### src/rtl/asf_pkg.sv
package asf_pkg;

  // ************************************************************
  // Register map and field layout
  // ************************************************************
  localparam logic [7:0] ADDR_BUFFER_SETUP = 8'h09;
  localparam logic [7:0] BUFFER_SETUP_RESET = 8'h00;
  localparam int MODE_LSB = 6;
  localparam int WMRK_LSB = 0;

  // ************************************************************
  // Sizes and counts
  // ************************************************************
  localparam int AXIS_W = 16;
  localparam int STORE_DEPTH = 32;
  localparam int PTR_W = 5;
  localparam int CNT_W = 6;
  localparam int STAGE_DEPTH = 16;
  localparam logic [CNT_W-1:0] STORE_FULL = 6'h20;
  localparam logic [1:0] AXIS_X = 2'h0;
  localparam logic [1:0] AXIS_Y = 2'h1;
  localparam logic [1:0] AXIS_Z = 2'h2;

  // ************************************************************
  // Types
  // ************************************************************
  typedef enum logic [1:0] {
    MODE_OFF = 2'h0,
    MODE_CIRCULAR = 2'h1,
    MODE_STOP = 2'h2,
    MODE_TRIGGER = 2'h3
  } asf_mode_t;

  typedef struct packed {
    asf_mode_t mode;
    logic [5:0] wmrk;
  } asf_setup_t;

  typedef struct packed {
    logic [AXIS_W-1:0] x;
    logic [AXIS_W-1:0] y;
    logic [AXIS_W-1:0] z;
  } asf_sample_t;

  localparam int SAMPLE_W = $bits(asf_sample_t);

  typedef enum logic [2:0] {
    ST_OFF = 3'h1,
    ST_FILL = 3'h2,
    ST_POST = 3'h4
  } asf_state_t;

endpackage

### src/rtl/asf_stage_fifo.sv
`timescale 1ns/1ns
module asf_stage_fifo #(
  parameter int WIDTH = 48,
  parameter int DEPTH = 16
) (
  input wire logic ref_clk,
  input wire logic srst,
  input wire logic flush,
  input wire logic inValid,
  output logic inReady,
  input wire logic [WIDTH-1:0] inData,
  output logic outValid,
  input wire logic outReady,
  output logic [WIDTH-1:0] outData
);

  localparam int AW = $clog2(DEPTH);

  logic [WIDTH-1:0] mem [0:DEPTH-1];
  logic [AW-1:0] rdPtr;
  logic [AW-1:0] wrPtr;
  logic [AW:0] used;
  logic doIn;
  logic doOut;
  logic [AW:0] next_used;

  // Handshakes on both sides; ready and valid come from registered state.
  assign doIn = inValid && inReady;
  assign doOut = outValid && outReady;
  assign outData = mem[rdPtr];

  always_comb begin
    next_used = used;
    if (doIn && !doOut) begin
      next_used = used + 1'b1;
    end else if (doOut && !doIn) begin
      next_used = used - 1'b1;
    end
  end

  // Occupancy, pointers and the registered full and empty views.
  always_ff @(posedge ref_clk) begin
    if (srst || flush) begin
      rdPtr <= '0;
      wrPtr <= '0;
      used <= '0;
      inReady <= 1'b1;
      outValid <= 1'b0;
    end else begin
      if (doIn) begin
        wrPtr <= wrPtr + 1'b1;
      end
      if (doOut) begin
        rdPtr <= rdPtr + 1'b1;
      end
      used <= next_used;
      inReady <= (next_used != DEPTH[AW:0]);
      outValid <= (next_used != '0);
    end
  end

  // Storage carries no reset; only written entries are ever read.
  always_ff @(posedge ref_clk) begin
    if (doIn) begin
      mem[wrPtr] <= inData;
    end
  end

endmodule

### src/rtl/asf_sample_buffer.sv
`timescale 1ns/1ns
module asf_sample_buffer
  import asf_pkg::*;
(
  input wire logic ref_clk,
  input wire logic srst,
  input wire logic [7:0] regAddr,
  input wire logic [7:0] regWrData,
  input wire logic regWrite,
  input wire logic regRead,
  output logic [7:0] regRdData,
  input wire logic activeMode,
  input wire logic sleepActive,
  input wire logic normalRateTick,
  input wire logic sleepRateTick,
  input wire logic autoRateChange,
  input wire asf_sample_t accelSample,
  input wire logic triggerEvent,
  input wire logic hostRead,
  input wire logic burstEnd,
  output logic [AXIS_W-1:0] axisData,
  output logic axisValid,
  output logic [CNT_W-1:0] sampleCount,
  output logic overflowFlag,
  output logic watermarkFlag,
  output logic triggerSeen,
  output logic sampleStalled
);

  // ************************************************************
  // Declarations
  // ************************************************************
  asf_setup_t setup;
  asf_state_t state;
  asf_sample_t store [0:STORE_DEPTH-1];
  asf_sample_t pendSample;
  asf_sample_t stageData;
  logic [PTR_W-1:0] headPtr;
  logic [PTR_W-1:0] tailPtr;
  logic [CNT_W-1:0] count;
  logic [1:0] axisSel;
  logic activePrev;
  logic pending;
  logic stageReady;
  logic stageValid;
  logic drainReady;
  logic setupHit;
  logic modeWrite;
  logic modeLegal;
  logic disableWrite;
  logic flush;
  logic rateTick;
  logic storeFull;
  logic overwrite;
  logic pushNow;
  logic keepPush;
  logic trigHit;
  logic trimNow;
  logic readOk;
  logic popNow;
  logic [CNT_W-1:0] trimAmt;

  // Picks one axis of the head sample for the host.
  function automatic logic [AXIS_W-1:0] pick_axis(input asf_sample_t s,
                                                  input logic [1:0] sel);
    logic [AXIS_W-1:0] v;
    v = s.x;
    if (sel == AXIS_Y) begin
      v = s.y;
    end else if (sel == AXIS_Z) begin
      v = s.z;
    end
    return v;
  endfunction

  // ************************************************************
  // Setup register
  // ************************************************************

  // Decode of the setup register write and the mode-change guard.
  assign setupHit = regWrite && (regAddr == ADDR_BUFFER_SETUP);
  assign modeLegal = (regWrData[MODE_LSB+:2] == MODE_OFF)
                  || (setup.mode == MODE_OFF)
                  || (regWrData[MODE_LSB+:2] == setup.mode);
  assign modeWrite = setupHit && modeLegal;
  assign disableWrite = modeWrite && (regWrData[MODE_LSB+:2] == MODE_OFF);

  // Mode is taken in any power state, the watermark only in standby.
  always_ff @(posedge ref_clk) begin
    if (srst) begin
      setup <= asf_setup_t'(BUFFER_SETUP_RESET);
    end else begin
      if (modeWrite) begin
        setup.mode <= asf_mode_t'(regWrData[MODE_LSB+:2]);
      end
      if (setupHit && !activeMode) begin
        setup.wmrk <= regWrData[WMRK_LSB+:6];
      end
    end
  end

  // Read answer one cycle after the strobe; other addresses read zero.
  always_ff @(posedge ref_clk) begin
    if (srst) begin
      regRdData <= 8'h00;
    end else if (regRead) begin
      regRdData <= (regAddr == ADDR_BUFFER_SETUP) ? 8'(setup) : 8'h00;
    end
  end

  // ************************************************************
  // Flush sources
  // ************************************************************

  // Edge of the standby-to-active transition.
  always_ff @(posedge ref_clk) begin
    if (srst) begin
      activePrev <= 1'b0;
    end else begin
      activePrev <= activeMode;
    end
  end

  assign flush = disableWrite || autoRateChange || (activeMode && !activePrev);

  // ************************************************************
  // Sample intake
  // ************************************************************

  // Each tick of the selected rate captures one acceleration sample, except in the off state.
  assign rateTick = sleepActive ? sleepRateTick : normalRateTick;

  // A captured sample waits here while the staging queue is full, so a
  // stalled drain really backs up; a later tick replaces the waiting one.
  always_ff @(posedge ref_clk) begin
    if (srst || flush) begin
      pending <= 1'b0;
      pendSample <= '0;
    end else if (rateTick && (state != ST_OFF)) begin
      pending <= 1'b1;
      pendSample <= accelSample;
    end else if (stageReady) begin
      pending <= 1'b0;
    end
  end

  // Flags a captured sample that the staging queue cannot yet take.
  always_ff @(posedge ref_clk) begin
    if (srst || flush) begin
      sampleStalled <= 1'b0;
    end else begin
      sampleStalled <= pending && !stageReady;
    end
  end

  asf_stage_fifo #(
    .WIDTH(SAMPLE_W),
    .DEPTH(STAGE_DEPTH)
  ) u_stage (
    .ref_clk(ref_clk),
    .srst(srst),
    .flush(flush),
    .inValid(pending),
    .inReady(stageReady),
    .inData(pendSample),
    .outValid(stageValid),
    .outReady(drainReady),
    .outData(stageData)
  );

  // ************************************************************
  // Store control
  // ************************************************************

  // The drain waits on host pops and trigger trims so that only one
  // pointer update happens per cycle.
  // A trigger with a zero watermark keeps every stored sample, since a
  // zero setting means no pre-trigger depth was asked for.
  assign storeFull = (count == STORE_FULL);
  assign trigHit = triggerEvent && (state == ST_FILL) && (setup.mode == MODE_TRIGGER);
  assign trimNow = trigHit && (setup.wmrk != 6'h00) && (count > setup.wmrk);
  assign trimAmt = count - setup.wmrk;
  assign readOk = (count != '0);
  assign popNow = readOk && !trimNow
               && ((hostRead && (axisSel == AXIS_Z))
                   || (burstEnd && (axisSel != AXIS_X)));
  assign drainReady = (state != ST_OFF) && !flush && !popNow && !trimNow;
  assign pushNow = stageValid && drainReady;

  // Overwrite only before a trigger in circular and trigger modes.
  assign overwrite = (state == ST_FILL)
                  && ((setup.mode == MODE_CIRCULAR) || (setup.mode == MODE_TRIGGER));
  assign keepPush = pushNow && (!storeFull || overwrite);

  // Operating state follows the mode and the trigger.
  always_ff @(posedge ref_clk) begin
    if (srst) begin
      state <= ST_OFF;
    end else begin
      unique case (state)
        ST_OFF: begin
          if (setup.mode != MODE_OFF) begin
            state <= ST_FILL;
          end
        end
        ST_FILL: begin
          if (setup.mode == MODE_OFF) begin
            state <= ST_OFF;
          end else if (trigHit && !flush) begin
            state <= ST_POST;
          end
        end
        ST_POST: begin
          if (setup.mode == MODE_OFF) begin
            state <= ST_OFF;
          end else if (flush) begin
            state <= ST_FILL;
          end
        end
        default: begin
          state <= ST_OFF;
        end
      endcase
    end
  end

  // Pointers and occupancy; a full circular push moves head and tail.
  always_ff @(posedge ref_clk) begin
    if (srst || flush || (state == ST_OFF)) begin
      headPtr <= '0;
      tailPtr <= '0;
      count <= '0;
    end else if (trimNow) begin
      headPtr <= headPtr + trimAmt[PTR_W-1:0];
      count <= setup.wmrk;
    end else if (popNow) begin
      headPtr <= headPtr + 1'b1;
      count <= count - 1'b1;
    end else if (keepPush) begin
      tailPtr <= tailPtr + 1'b1;
      if (storeFull) begin
        headPtr <= headPtr + 1'b1;
      end else begin
        count <= count + 1'b1;
      end
    end
  end

  // Sample storage; every entry is one whole acceleration sample.
  always_ff @(posedge ref_clk) begin
    if (keepPush) begin
      store[tailPtr] <= stageData;
    end
  end

  // ************************************************************
  // Host read path
  // ************************************************************

  // Axis walk within a sample; a burst end restarts at X of the next.
  // Limitation: a circular overwrite that lands between the X and Z reads
  // of one sample moves the head, so the host gets later axes of the next
  // sample. Hosts that drain before the store fills never meet this.
  always_ff @(posedge ref_clk) begin
    if (srst || flush || trimNow) begin
      axisSel <= AXIS_X;
    end else if (burstEnd) begin
      axisSel <= AXIS_X;
    end else if (hostRead && readOk) begin
      axisSel <= (axisSel == AXIS_Z) ? AXIS_X : axisSel + 2'h1;
    end
  end

  // Read answer; an empty store answers zero and stays put.
  always_ff @(posedge ref_clk) begin
    if (srst) begin
      axisData <= '0;
      axisValid <= 1'b0;
    end else begin
      axisValid <= hostRead;
      if (hostRead) begin
        axisData <= readOk ? pick_axis(store[headPtr], axisSel) : '0;
      end
    end
  end

  // ************************************************************
  // Status
  // ************************************************************

  // Count is shown straight from the occupancy register.
  assign sampleCount = count;

  // Overflow is sticky until a flush, a disable or the off state; the forced clear
  // on disable wins, since the flush also drops the count to zero.
  always_ff @(posedge ref_clk) begin
    if (srst || flush || disableWrite || (state == ST_OFF)) begin
      overflowFlag <= 1'b0;
    end else if (count == STORE_FULL) begin
      overflowFlag <= 1'b1;
    end
  end

  // Watermark is a level that follows the count one cycle later.
  always_ff @(posedge ref_clk) begin
    if (srst || disableWrite || (state == ST_OFF)) begin
      watermarkFlag <= 1'b0;
    end else begin
      watermarkFlag <= (setup.wmrk != 6'h00) && (count >= setup.wmrk);
    end
  end

  // Trigger status for the host.
  always_ff @(posedge ref_clk) begin
    if (srst) begin
      triggerSeen <= 1'b0;
    end else begin
      triggerSeen <= (state == ST_POST) || (trigHit && !flush);
    end
  end

endmodule

### config.mk
export PLATFORM = sky130hd
export DESIGN_NAME = asf_sample_buffer
export DESIGN_NICKNAME = d
export VERILOG_FILES = /design/src/rtl/asf_pkg.sv /design/src/rtl/asf_stage_fifo.sv /design/src/rtl/asf_sample_buffer.sv
export SDC_FILE = /design/constraint.sdc
export NUM_CORES = 2
export LEC_CHECK = 0
export BUFFER_PORTS_ARGS = -buffer_cell sky130_fd_sc_hd__buf_4
export CAP_MARGIN = 40
export CORE_MARGIN = 2
export CORE_UTILIZATION = 45
export CTS_CLUSTER_SIZE = 24
export DETAILED_ROUTE_END_ITERATION = 10
export GPL_ROUTABILITY_DRIVEN = 0
export HOLD_SLACK_MARGIN = 0.06
export PLACE_DENSITY = 0.57
export REMOVE_ABC_BUFFERS = 1
export SLEW_MARGIN = 5
export SYNTH_ARGS = -nofsm -noshare
export SYNTH_HDL_FRONTEND = slang
export SYNTH_HIERARCHICAL = 1
export SYNTH_SLANG_ARGS = --single-unit
### constraint.sdc
create_clock -name ref_clk -period 5.9 [get_ports ref_clk]
set_input_delay 1.18 -clock ref_clk [delete_from_list [all_inputs] [get_ports ref_clk]]
set_output_delay 1.18 -clock ref_clk [all_outputs]
set_load 0.005 [all_outputs]
==> impl_metrics.csv <==
group,metric,value,unit
status,outcome,"complete, no violations",
yosys,synth-seq-cells,2436,
timing,rsz0062_at_grt,"no",
cells_and_area,design_area,106200,sq um
timing,finalHoldViolCount,0,
route,vias,44390,
cts,cts_tree,"built",
global_routing,antenna_found_initial,7,
hold_path,whs_path_depth,2,
worst_setup_path,cp-start-kind,"register",
worst_setup_path,cp_num_buf_inv,2,
yosys,synth_area_per_cell,22.09,sq um
die,die_area,211000,sq um
timing,finalCritPeriodShare,0.7108,
power,power_frac_seq,0.552,
hold_path,holdCritStartpoint,"u_stage/rdPtr[1]$_SDFFE_PP0P_",
cts,cts_made_buffers,240,
worst_setup_path,reg2reg_depth,9,
cells_and_area,layout-drive-gt1-share,0.2836,
yosys,yosysSeqAreaShare,0.7699,
yosys,netlist_area,93300,sq um
yosys,synth_cell_types,66,
worst_setup_path,worst_r2r_endpoint,"store[27][30]$_DFFE_PP_",
yosys,async_reset_ff_frac,0,
route,drc_errors,0,
die,coreArea,206700,sq um
worst_setup_path,cpLargestDelayFamily,"simple AND/OR/NAND/NOR gates",
timing,fin_skew,55.74,ps
timing,finalSetupViolCount,0,
cells_and_area,antenna_cells,0,
placement,hpwl,133.7,mm
yosys,synth_edf_count,2304,
die,die_w,459.3,um
placement,dpl_cell_area,98450,sq um
die,die_y,459.3,um
cts,cts_max_level,4,
cts,clock_sinks,2436,
job,drv_cap,0,
power,switching_share,0.1928,
power,power_leakage,31.01,nW
worst_setup_path,cp_slowest_stage_delay,800,ps
cts,cts_resized,0,
cells_and_area,finalCoreUtilization,0.5141,
route,wirelength,231.7,mm
route,ant_nets,0,
cts,post_cts_buffers,0,
worst_setup_path,endpoint_kind,"register",
cts,cts-root-buf,"clkbuf_16",
placement,numPlacedInstances,6964,
power,internal_power,27.24,mW
route,drt_iter0_markers,5128,
global_routing,grt_pass1_vias,44680,
worst_setup_path,worst-setup-path-type,"reg -> reg",
timing,slew_headroom,0.3690,
cells_and_area,fin_cells,7411,
power,combPwrFrac,0.002,
global_routing,grt-ovfl-total,0,
die,row_count,167,
route,routedWlPerCell,31.26,um
yosys,synth_flop_cell,"edfxtp_1",
power,peakVddDrop,0.3288,mV
hold_path,hold_class,"reg -> reg",
yosys,syn-instance-count,4224,
worst_setup_path,cp_common_cell,"o21a_1",
worst_setup_path,required,6400,ps
timing,worst_pin_slew,946.5,ps
route,drt_pre_antenna_iters,5,
worst_setup_path,ff2ff_setup_slack,1710,ps
cts,path_clk_slew,60,ps
worst_setup_path,critical_path_arrival,4690,ps
power,power.density,317.7,nW/um^2
worst_setup_path,critical_path_peak_fanout,30,
cts,cts_hold_buf,0,
cts,cts_buffer_depth,3,
placement,numPortBuffers,110,
die,io_pins,111,
cells_and_area,synthToLayoutAreaGrowth,13.88,%
worst_setup_path,cpMaxStageDelayCell,"or4b_4",
cts,insertion_delay,890,ps
global_routing,grt_pass1_wl,332.4,mm
global_routing,grt_use_total,0.2206,
power,clockPowerShare,0.446,
timing,max_freq,0.2385,GHz
worst_setup_path,path_cells,"inv_1, ha_1, nor2b_1, o21a_1, o21a_1, o2111a_1, or4b_4, nor2_4, buf_4",
timing,period_needed,4193,ps
die,start_util,0.4515,
power,p_sw,6.508,mW
cells_and_area,nNetsFinal,4611,
timing,drv_slew,0,
yosys,ys_warn_count,6,
route,vias_per_cell,5.989,
worst_setup_path,r2r-start,"setup[1]$_SDFFE_PP0P_",
global_routing,grt_max_degree,91,
[tightest hold or removal path, stage by stage, from the launching register on]
cell	delay, ps
dfxtp_1	320
nand2_1	60
a21oi_1	60
[cells in the mapped netlist (3+ instances only)]
cell type | number | area, sq um
a211oi_1 | 29 | 217.7
a21o_1 | 6 | 45.04
a21oi_1 | 106 | 530.5
a221oi_1 | 16 | 140.1
a22oi_1 | 19 | 142.6
a311oi_1 | 3 | 26.28
a31o_2 | 3 | 26.28
a31oi_1 | 14 | 87.58
a32oi_1 | 4 | 35.03
and2_1 | 22 | 137.6
and3_1 | 13 | 81.33
buf_1 | 18 | 67.56
buf_2 | 61 | 305.3
buf_4 | 42 | 315.3
buf_6 | 18 | 202.7
clkbuf_1 | 80 | 300.3
dfxtp_1 | 132 | 2643
edfxtp_1 | 2304 | 69190
fa_1 | 5 | 100.1
ha_1 | 27 | 337.8
inv_1 | 43 | 161.4
mux2_2 | 3 | 33.78
mux2i_1 | 83 | 830.8
mux4_2 | 653 | 14710
nand2_1 | 170 | 638.1
nand2b_1 | 8 | 50.05
nand3_1 | 35 | 175.2
nand4_1 | 8 | 50.05
nor2_1 | 100 | 375.4
nor2b_1 | 32 | 200.2
nor3_1 | 14 | 70.07
nor3b_1 | 4 | 30.03
nor4_1 | 5 | 31.28
o211ai_1 | 9 | 67.56
o21a_1 | 5 | 37.54
o21ai_0 | 30 | 150.1
o21ai_1 | 6 | 30.03
o221ai_1 | 6 | 52.55
o22ai_1 | 26 | 162.7
or2_2 | 8 | 50.05
or3_1 | 6 | 37.54
xnor2_1 | 11 | 96.34
xor2_1 | 9 | 78.83
[layout by cell type (no fill, tap or decap), types with 19 or more instances in the layout]
cell       synthesis  routed
mux4_2           653     653
dfxtp_1          132     123
a21oi_1          106     106
buf_4             42     206
mux2i_1           83      83
a211oi_1          29      29
o21ai_0           30      30
clkinv_1           0      38
nand2_1          170     170
o22ai_1           26      26
buf_12             0      37
edfxtp_1        2304    2304
clkbuf_1          80      67
nor2_1           100      65
a22oi_1           19      19
nand3_1           35      35
nor2_4             1      35
clkinv_2           0      46
inv_1             43      43
clkbuf_16          0     242
nor2b_1           32      31
bufinv_16          0      20
ha_1              27      27
[cell families after synthesis]
logic type	Yosys count	synth area share
buffers and inverters	263	0.01454
AOI/OAI and AO/OA	299	0.02042
muxes	739	0.1669
DFF	2436	0.7699
and+or+nand+nor	435	0.02167
xor gates and xnor gates	20	0.001878
adders and majority gates	32	0.004694
[power groups by stage]
| stage | sequential [mW] | combinational [mW] | clock [mW] |
|---|---|---|---|
| after floorplan | 19.0 | 0.0133 | 0 |
| after global placement | 19.0 | 0.0780 | 0 |
| after detailed placement | 19.0 | 0.0783 | 0 |
| after CTS | 18.6 | 0.0785 | 15.3 |
| after global routing | 18.6 | 0.0828 | 16.0 |
| final | 18.6 | 0.0772 | 15.1 |
[state kept, by name, indices dropped and copies added, names as in the netlist, named ones only]
| name | flops |
|---|---|
| store | 1536 |
| u_stage/mem | 768 |
| pendSample | 48 |
| axisData | 16 |
| regRdData | 8 |
| setup | 8 |
| sampleCount | 6 |
| headPtr | 5 |
| tailPtr | 5 |
| u_stage/used | 5 |
| u_stage/rdPtr | 4 |
| u_stage/wrPtr | 4 |
| state | 3 |
| axisSel | 2 |
| activePrev | 1 |
| axisValid | 1 |
| overflowFlag | 1 |
| pending | 1 |
| sampleStalled | 1 |
| triggerSeen | 1 |
| u_stage/inReady | 1 |
| u_stage/outValid | 1 |
| watermarkFlag | 1 |
[final cells by class]
cell class | count | area (sq um)
clock buffer | 323 | 6500
inverter | 44 | 167.7
sequential | 2436 | 71860
timing repair buffer | 256 | 2633
fill | 16090 | 100400
clock inverter | 123 | 1270
tap | 2704 | 3383
multi-input combinational | 1525 | 20430
[stage by stage]
step | power [mW] | hold slack (ps) | TNS, ps | worst slack, ps
after floorplan | 19.00 | 464.5 | -5668150 | -8919
after global placement | 19.06 | 478.5 | 0 | 1117
after detailed placement | 19.06 | 483.8 | 0 | 1406
after CTS | 34.03 | 422.8 | 0 | 1695
after global routing | 34.69 | 447.8 | 0 | 1541
final | 33.75 | 489.8 | 0 | 1707
[layer usage]
| layer | global-route usage | wire length (um) |
|---|---|---|
| met1 | 0.3354 | 103600 |
| met2 | 0.3427 | 109300 |
| met3 | 0.03388 | 15130 |
| met4 | 0.04205 | 3585 |
| met5 | 0 | 0 |
[worst max path at each step]
stage | startpoint | to | slack [ps] | depth (start not counted)
after floorplan | register | axisData[4]$_SDFFE_PP0P_ | -8920 | 7
after global placement | regAddr[3] | store[8][30]$_DFFE_PP_ | 1120 | 9
after detailed placement | regAddr[3] | store[27][30]$_DFFE_PP_ | 1410 | 8
after CTS | setup[1]$_SDFFE_PP0P_ | store[27][30]$_DFFE_PP_ | 1700 | 9
after global routing | setup[1]$_SDFFE_PP0P_ | store[27][30]$_DFFE_PP_ | 1540 | 9
final | setup[1]$_SDFFE_PP0P_ | store[27][30]$_DFFE_PP_ | 1710 | 9
No activity file was read; power rests on OpenSTA's default activity.
